## src/inc/sgp_pkg.sv

```systemverilog
/*
  sgp_pkg: constants and carrier structs for the system glue pin logic.
  assumes a single 20 MHz core clock and a synchronous active-high reset.
*/
package sgp_pkg;

  // core clock
  localparam int unsigned CLK_PERIOD_NS = 50;

  // width of the primary processor's port address and legacy memory address
  localparam int unsigned IO_ADDR_W  = 8;
  localparam int unsigned MEM_ADDR_W = 16;

  // strobe trigger addresses
  localparam logic [7:0]  STROBE_IO_ADDR  = 8'h18;
  localparam logic [15:0] STROBE_MEM_ADDR = 16'hf008;

  // reset input hold time held by the partner, and its cycle count
  localparam int unsigned RESET_HOLD_MS   = 30;
  localparam int unsigned RESET_HOLD_CYC  =
    (RESET_HOLD_MS * 1000000) / CLK_PERIOD_NS;

  // reset values
  localparam logic STROBE_OUT_RST = 1'b0;
  localparam logic CAPTURE_RST    = 1'b1;

  // synchroniser depth for pin inputs
  localparam int unsigned SYNC_STAGES = 3;

  // which processor runs
  typedef enum logic [1:0] {
    SGP_CPU_LEGACY  = 2'b01,
    SGP_CPU_PRIMARY = 2'b10
  } sgp_cpu_t;

  // tape and beep inputs into the buzzer mix
  typedef struct packed {
    logic tape_play_in;
    logic beep_disable_n;
    logic tape_rec_new_n;
    logic tape_rec_legacy_n;
  } sgp_buzz_in_t;

  // write cycle seen on either processor bus
  typedef struct packed {
    logic                  io_wr;
    logic [IO_ADDR_W-1:0]  io_addr;
    logic                  mem_wr;
    logic                  mem_space_one;
    logic [MEM_ADDR_W-1:0] mem_addr;
  } sgp_wr_t;

  localparam int unsigned PIN_IN_W = 6;

endpackage
```

## src/core/sgp_glue.sv

```systemverilog
/*
  sgp_glue: pin-level glue of the system controller: buzzer mix, tape
  record output, processor indicator, strobe pin, reset and interrupt
  inputs.
  assumes processor write strobes arrive on core_clk_i as one-cycle
  pulses; all pins from outside pass the three-stage synchroniser.
*/
// What this block does
// - buzzer high when any mix input low
// - input one playback, input two beep disable
// - legacy tape record on its own pin
// - indicator low legacy cpu, high primary
// - strobe pin input, level captured during reset
// - strobe pin becomes output after reset while normal_mode_i is high
// - strobe high on port write 18h or on memory write f008h in memory space one
// - high request interrupts the active processor
`timescale 1ns/10ps
module sgp_glue
  import sgp_pkg::*;
(
  // clock, reset, enable
  input  wire logic         core_clk_i,
  input  wire logic         srst_i,
  input  wire logic         clk_en_i,
  // buzzer and tape
  input  wire sgp_buzz_in_t buzz_i,
  output logic              buzzer_out_o,
  output logic              tape_rec_out_o,
  // processor selection
  input  wire sgp_cpu_t     cpu_active_i,
  output logic              cpu_select_ind_o,
  // strobe pin, its three signals, mode, capture and write inputs
  input  wire logic         strobe_pin_i,
  output logic              strobe_pin_o,
  output logic              strobe_pin_oe_o,
  input  wire logic         normal_mode_i,
  output logic              strobe_capture_ff_o,
  input  wire sgp_wr_t      wr_i,
  // reset, break key and interrupt pins
  input  wire logic         reset_in_n_i,
  output logic              reset_req_o,
  input  wire logic         break_key_in_i,
  output logic              break_key_o,
  input  wire logic         irq_req_i,
  output logic              irq_legacy_o,
  output logic              irq_primary_o
);

  logic [PIN_IN_W-1:0] pin_raw;
  logic [PIN_IN_W-1:0] pin_sync;
  logic                tape_play_s;
  logic                beep_dis_n_s;
  logic                rec_new_n_s;
  logic                rec_leg_n_s;
  logic                reset_n_s;
  logic                irq_s;
  logic                brk_raw;

  assign pin_raw = {buzz_i.tape_play_in, buzz_i.beep_disable_n,
                    buzz_i.tape_rec_new_n, buzz_i.tape_rec_legacy_n,
                    reset_in_n_i, irq_req_i};

  // idle-high pins reset to one so nothing beeps or resets spuriously
  sgp_sync #(
    .WIDTH   (PIN_IN_W),
    .RST_VAL (6'h3e)
  ) u_sync (
    .core_clk_i (core_clk_i),
    .srst_i     (srst_i),
    .clk_en_i   (clk_en_i),
    .async_i    (pin_raw),
    .sync_o     (pin_sync)
  );

  assign {tape_play_s, beep_dis_n_s, rec_new_n_s, rec_leg_n_s,
          reset_n_s, irq_s} = pin_sync;

  sgp_sync #(
    .WIDTH   (1),
    .RST_VAL (1'b0)
  ) u_sync_brk (
    .core_clk_i (core_clk_i),
    .srst_i     (srst_i),
    .clk_en_i   (clk_en_i),
    .async_i    (break_key_in_i),
    .sync_o     (brk_raw)
  );

  // output registers
  logic buzzer;
  logic next_buzzer;
  logic tape_rec;
  logic next_tape_rec;
  logic cpu_ind;
  logic next_cpu_ind;
  logic reset_req;
  logic next_reset_req;
  logic brk;
  logic next_brk;
  logic irq_leg;
  logic next_irq_leg;
  logic irq_pri;
  logic next_irq_pri;

  always_comb begin
    // any low input sounds; all high is silence
    next_buzzer   = ~(tape_play_s & beep_dis_n_s &
                      rec_new_n_s & rec_leg_n_s);
    next_tape_rec = ~rec_leg_n_s;
    next_cpu_ind  = (cpu_active_i == SGP_CPU_PRIMARY);
    next_reset_req = ~reset_n_s;
    next_brk      = brk_raw;
    next_irq_leg  = irq_s & (cpu_active_i == SGP_CPU_LEGACY);
    next_irq_pri  = irq_s & (cpu_active_i == SGP_CPU_PRIMARY);
  end

  always_ff @(posedge core_clk_i) begin
    if (srst_i) begin
      buzzer    <= 1'b0;
      tape_rec  <= 1'b0;
      cpu_ind   <= 1'b0;
      reset_req <= 1'b0;
      brk       <= 1'b0;
      irq_leg   <= 1'b0;
      irq_pri   <= 1'b0;
    end else if (clk_en_i) begin
      buzzer    <= next_buzzer;
      tape_rec  <= next_tape_rec;
      cpu_ind   <= next_cpu_ind;
      reset_req <= next_reset_req;
      brk       <= next_brk;
      irq_leg   <= next_irq_leg;
      irq_pri   <= next_irq_pri;
    end
  end

  assign buzzer_out_o     = buzzer;
  assign tape_rec_out_o   = tape_rec;
  assign cpu_select_ind_o = cpu_ind;
  assign reset_req_o      = reset_req;
  assign break_key_o      = brk;
  assign irq_legacy_o     = irq_leg;
  assign irq_primary_o    = irq_pri;

  // strobe pin: sampled in reset, driven afterwards while normal_mode_i is high
  logic strb_s1;
  logic strb_s2;
  logic strb_s3;
  logic capture;
  logic next_capture;
  logic strobe_out;
  logic next_strobe_out;
  logic strobe_oe;
  logic next_strobe_oe;
  logic strobe_hit;

  // strobe stays high once set until reset; no clearing write exists
  assign strobe_hit =
    (wr_i.io_wr && wr_i.io_addr == STROBE_IO_ADDR) ||
    (wr_i.mem_wr && wr_i.mem_space_one &&
     wr_i.mem_addr == STROBE_MEM_ADDR);

  always_comb begin
    next_capture    = capture;
    next_strobe_out = strobe_out;
    next_strobe_oe  = strobe_oe;
    if (srst_i) begin
      // latch the pin while reset holds; synchroniser stages agree first
      next_capture    = (strb_s2 == strb_s3) ? strb_s3 : capture;
      next_strobe_out = STROBE_OUT_RST;
      next_strobe_oe  = 1'b0;
    end else begin
      next_strobe_oe = normal_mode_i;
      if (strobe_hit) begin
        next_strobe_out = 1'b1;
      end
    end
  end

  // reset does not clear the capture flop: it samples the pin instead
  always_ff @(posedge core_clk_i) begin
    if (clk_en_i) begin
      strb_s1    <= strobe_pin_i;
      strb_s2    <= strb_s1;
      strb_s3    <= strb_s2;
      capture    <= next_capture;
      strobe_out <= next_strobe_out;
      strobe_oe  <= next_strobe_oe;
    end
  end

  assign strobe_pin_o        = strobe_out;
  assign strobe_pin_oe_o     = strobe_oe;
  assign strobe_capture_ff_o = capture;

  // buzzer, tape, indicator, strobe and interrupt checks
  buzz_mix_a: assert property (@(posedge core_clk_i)
    disable iff (srst_i)
    (clk_en_i && !(tape_play_s & beep_dis_n_s & rec_new_n_s & rec_leg_n_s))
    |=> buzzer_out_o)
    else $error("buzzer not high after a low mix input");
  play_in_a: assert property (@(posedge core_clk_i)
    disable iff (srst_i) (clk_en_i && !tape_play_s) |=> buzzer_out_o)
    else $error("playback low did not sound buzzer");
  buzz_quiet_a: assert property (@(posedge core_clk_i)
    disable iff (srst_i)
    (clk_en_i && tape_play_s && beep_dis_n_s && rec_new_n_s && rec_leg_n_s)
    |=> !buzzer_out_o)
    else $error("buzzer high with all inputs high");
  tape_rec_a: assert property (@(posedge core_clk_i)
    disable iff (srst_i) clk_en_i |=> (tape_rec_out_o == !$past(rec_leg_n_s)))
    else $error("tape record output mismatch");
  cpu_ind_a: assert property (@(posedge core_clk_i)
    disable iff (srst_i)
    (clk_en_i && cpu_active_i == SGP_CPU_LEGACY) |=> !cpu_select_ind_o)
    else $error("indicator high while legacy cpu runs");
  strobe_rst_a: assert property (@(posedge core_clk_i)
    (srst_i && clk_en_i) |=> !strobe_pin_oe_o && !strobe_pin_o)
    else $error("strobe pin driven during reset");
  strobe_dir_a: assert property (@(posedge core_clk_i)
    disable iff (srst_i) (clk_en_i && normal_mode_i) |=> strobe_pin_oe_o)
    else $error("strobe pin not output in normal mode");
  strobe_set_a: assert property (@(posedge core_clk_i)
    disable iff (srst_i) (clk_en_i && strobe_hit) |=> strobe_pin_o [*2])
    else $error("strobe did not rise and hold after write");
  irq_route_a: assert property (@(posedge core_clk_i)
    disable iff (srst_i)
    (clk_en_i && irq_s && cpu_active_i == SGP_CPU_PRIMARY)
    |=> irq_primary_o && !irq_legacy_o)
    else $error("request not routed to primary cpu");

  buzz_cover_c:  cover property (@(posedge core_clk_i) $rose(buzzer_out_o));
  strobe_cover_c: cover property (@(posedge core_clk_i) $rose(strobe_pin_o));
  irq_cover_c:   cover property (@(posedge core_clk_i) $rose(irq_legacy_o));

endmodule

```

## src/core/sgp_sync.sv

```systemverilog
/*
  sgp_sync: three-stage synchroniser per bit with agreement filter.
  assumes inputs are asynchronous pins; output changes once stages two
  and three agree.
*/
`timescale 1ns/10ps
module sgp_sync
  import sgp_pkg::*;
#(
  parameter int unsigned WIDTH = 1,
  parameter logic [WIDTH-1:0] RST_VAL = '0
) (
  // clock and control
  input  wire logic             core_clk_i,
  input  wire logic             srst_i,
  input  wire logic             clk_en_i,
  // data
  input  wire logic [WIDTH-1:0] async_i,
  output logic      [WIDTH-1:0] sync_o
);

  logic [WIDTH-1:0] stage1;
  logic [WIDTH-1:0] stage2;
  logic [WIDTH-1:0] stage3;
  logic [WIDTH-1:0] next_sync;

  genvar gi;
  generate
    for (gi = 0; gi < WIDTH; gi++) begin : g_bit
      // stage1 feeds stage2 only; filter compares stage2 and stage3
      always_comb begin
        next_sync[gi] = (stage2[gi] == stage3[gi]) ? stage3[gi] : sync_o[gi];
      end
    end
  endgenerate

  always_ff @(posedge core_clk_i) begin
    if (srst_i) begin
      stage1 <= RST_VAL;
      stage2 <= RST_VAL;
      stage3 <= RST_VAL;
      sync_o <= RST_VAL;
    end else if (clk_en_i) begin
      stage1 <= async_i;
      stage2 <= stage1;
      stage3 <= stage2;
      sync_o <= next_sync;
    end
  end

endmodule

```

## config.mk

```make
export PLATFORM = sky130hd
export DESIGN_NAME = sgp_glue
export DESIGN_NICKNAME = d
export VERILOG_FILES = /design/src/inc/sgp_pkg.sv /design/src/core/sgp_glue.sv /design/src/core/sgp_sync.sv
export SDC_FILE = /design/constraint.sdc
export NUM_CORES = 1
export LEC_CHECK = 0
export BUFFER_PORTS_ARGS = -buffer_cell sky130_fd_sc_hd__buf_2
export CORE_UTILIZATION = 50
export DETAILED_ROUTE_END_ITERATION = 16
export PLACE_DENSITY = 0.78
export SLEW_MARGIN = 20
export SYNTH_ARGS = -nofsm -noshare
export SYNTH_HDL_FRONTEND = slang
export SYNTH_SLANG_ARGS = --single-unit
```

## constraint.sdc

```tcl
create_clock -name core_clk_i -period 2.8 [get_ports core_clk_i]
set_clock_uncertainty 0.1 [all_clocks]
set_input_delay 0.56 -clock core_clk_i [delete_from_list [all_inputs] [get_ports core_clk_i]]
set_output_delay 0.56 -clock core_clk_i [all_outputs]
set_load 0.01 [all_outputs]
```

==> reports/results.tsv <==
stage	metric	value	unit
sta	Final setup viols	0	
worst_setup_path	CP cell instances	buf_2, buf_12, or2b_1, a21oi_1, o21ai_0	
clocking	Clock Pin Slew Worst Setup and Hold Paths	0.11	ns
power_and_ir_drop	peak supply drop	0.000369	V
cells_and_area	antenna diode count	0	
cells_and_area	commonest non-fill, non-tap cell in the layout	buf_2	
worst_setup_path	Reg-to-Reg End	strobe_capture_ff_o$_DFFE_PP_	
worst_setup_path	CP peak stage delay	0.48	ns
synthesis	Netlist cell types	30	
grt	total global routing overflow	0	
die	Die Wd	58.9	um
min_path	Hold Path Origin	strobe_pin_i	
sta	RSZ-0062 raised after global routing	no	
clocking	root buffer cell	clkbuf_4	
synthesis	Post-Syn Instances	157	
synthesis	post-synthesis adder-cell area fraction	0	%
synthesis	largest family of logic cells by synthesized area	simple AND/OR/NAND/NOR gates	
detailed_routing	DR vias	1278	
die	row cnt	20	
worst_setup_path	R2R Setup Slk	1.67	ns
cells_and_area	fraction of layout cells with a size suffix above 1	29.8	%
worst_setup_path	crit end category	flip-flop	
die	core area	3050	sq um
sta	relative slew slack	59.2	%
synthesis	Post-Synth Simple-Gate Area	16.8	%
cells_and_area	most frequent cells in the layout	buf_2 (50), dfxtp_1 (35), mux2i_1 (20)	
sta	worst slew pin tran	0.613	ns
clocking	CTS tree	yes	
min_path	worst hold path class	input pin to flip-flop	
clocking	H-tree Lvls	2	
grt	vias in the first global route	1234	
job	max cap viols	0	
synthesis	Synth Area in Compound Gates	10.7	%
synthesis	mux share of post-synthesis cell area	12.4	%
worst_setup_path	crit path max fanout	25	
place	I/O Buffers	50	
cells_and_area	Layout Area Growth over Synthesis	21.0	%
cells_and_area	final net count	248	
clocking	Clk Latency, worst-skew pair	0.34	ns
detailed_routing	DR WL/cell	12.1	um
worst_setup_path	R2R cell count	2	
detailed_routing	DRT Wirelength	3.05	mm
clocking	clock sinks	41	
min_path	Endpoint, Worst Hold	strb_s1$_DFFE_PP_	
detailed_routing	Initial DRC Count	30	
cells_and_area	design area	1960	sq um
die	Die Y	58.9	um
synthesis	post-synthesis sequential area ratio	54.4	%
detailed_routing	Detail Route Antenna Nets	0	
place	routability cong.	0.699	
worst_setup_path	reg2reg start	strb_s3$_DFFE_PP_	
synthesis	total number of yosys warnings	0	
grt	largest net degree at the start of global routing	26	
place	detailed placement HPWL	2.23	mm
synthesis	Synth Area per Inst	10.3	sq um
power_and_ir_drop	final total power	1.12	mW
worst_setup_path	CP max-delay cell	buf_2	
die	Top Ports	51	
grt	first-pass GRT wire length	5.06	mm
clocking	Longest Clk Path Bufs	2	
min_path	Hold Crit Depth	1	
worst_setup_path	nature of the critical path startpoint	input pin	
detailed_routing	routed vias/inst	5.07	
sta	pins over their slew limit	0	
power_and_ir_drop	PD cells	569	nW/um^2
clocking	Hold-fix buffers, CTS	0	
grt	gr usage total	19.9	%
worst_setup_path	Worst Path Required	2.91	ns
detailed_routing	DR DRC count	0	
sta	TNS Setup	0	ns
sta	Fmax	597	MHz
worst_setup_path	CP Class	input pin to flip-flop	
synthesis	Post-Syn Area	1620	sq um
place	Placed Area	1880	sq um
clocking	CTS Buf Count	5	
clocking	post_cts resized	0	
power_and_ir_drop	Pleak	0.886	nW
synthesis	flop and latch count out of synthesis	41	
die	Initial Utilization	53.1	%
worst_setup_path	CP arrival	1.79	ns
grt	initial antenna violation count	0	
synthesis	XOR/XNOR Fraction of Synth Area	0.541	%
sta	post-route clock period utilization	59.8	%
sta	crit path time final	1.68	ns
sta	final hold vios	0	
die	die area	3470	sq um
clocking	Post-CTS Setup Inserts	0	
run_status	status	completed	
synthesis	syn nets	198	
detailed_routing	First-pass DRT Iterations	4	
per-stage QoR:
step	setup WS [ns]	hold WS (ns)	utilization, %	instances
final	1.12	0.298	64.2	252
after global routing	1.03	0.266	64.2	252
after CTS	1.15	0.278	64.2	252
after detailed placement	0.766	0.326	61.4	244
after global placement	0.846	0.303	61.4	244
after floorplan	1.30	0.300	-	157
report_power, final:
part | switching (mW) | total [mW] | leakage, nW | internal [mW]
logic | 0.0468 | 0.0952 | 0.497 | 0.0484
clock network | 0.179 | 0.392 | 0.0455 | 0.213
registers | 0.0108 | 0.629 | 0.343 | 0.618
final cells by class:
type / count / area (sq um)
Timing Repair Buffer: 51 / 270
Fill cell: 276 / 1090
Sequential cell: 41 / 881
Inverter: 4 / 15.0
Tap cell: 44 / 55.1
Clock inverter: 1 / 30.0
Multi-Input combinational cell: 104 / 654
Clock buffer: 7 / 55.1
sequential cells by signal, summed over array words and instances, names as in the netlist, 6 cells and up:
register and cells:
u_sync.stage2 6, u_sync.sync_o 6, u_sync.stage3 6, u_sync.stage1 6
cells by family (layout without fill, tap and decap cells):
group | after synthesis | in the layout
AO/OA/AOI/OAI | 31 | 31
AND/OR/NAND/NOR | 52 | 52
multiplexers | 20 | 20
flip-flops | 41 | 41
XOR/XNOR | 1 | 1
buffers and inverters | 12 | 63
critical path: cells and delay by family:
family	cells	cell delay [ns]
simple gates	1	0.24
buf+inv	2	0.73
compound gates	2	0.24
synth_stat cells:
cell type,n,area [sq um]
dfxtp_1,35,701
mux2i_1,20,200
nand2_1,18,67.6
a21oi_1,17,85.1
nor2_1,12,45.0
o21ai_0,9,45.0
edfxtp_1,6,180
or2b_1,5,37.5
buf_6,3,33.8
clkbuf_1,3,11.3
inv_1,3,11.3
nor2b_1,3,18.8
nor3_1,3,15.0
nand3_1,2,10.0
nand4_1,2,12.5
nor4b_1,2,17.5
a211oi_2,1,12.5
a21o_1,1,7.51
a21oi_2,1,8.76
a41oi_1,1,8.76
and2_1,1,6.26
and4b_1,1,10.0
buf_12,1,20.0
buf_2,1,5.00
inv_2,1,3.75
nand4b_2,1,15.0
nor4_1,1,6.26
nor4bb_1,1,10.0
o22ai_1,1,6.26
xor2_1,1,8.76
worst max path at each step:
stage,from,end,slack (ns),cells after the start
after detailed placement,clk_en_i,u_sync.sync_o[5]$_SDFFE_PP1P_,0.77,5
after global placement,clk_en_i,u_sync.sync_o[5]$_SDFFE_PP1P_,0.85,5
after CTS,clk_en_i,u_sync.sync_o[5]$_SDFFE_PP1P_,1.15,5
after global routing,clk_en_i,u_sync.sync_o[5]$_SDFFE_PP1P_,1.03,5
after floorplan,wr_i[25],strobe_pin_o$_SDFFCE_PP0P_,1.30,3
final,clk_en_i,u_sync.sync_o[5]$_SDFFE_PP1P_,1.12,5
metal layers:
layer | up-vias | track usage, % | wire length (um)
li1 | 643 | - | -
met3 | 6 | 6.59 | 143
met5 | - | 0 | 0
met2 | 31 | 35.9 | 1560
met1 | 598 | 20.9 | 1290
met4 | 0 | 9.18 | 54
(Power assumes the default switching activity.)
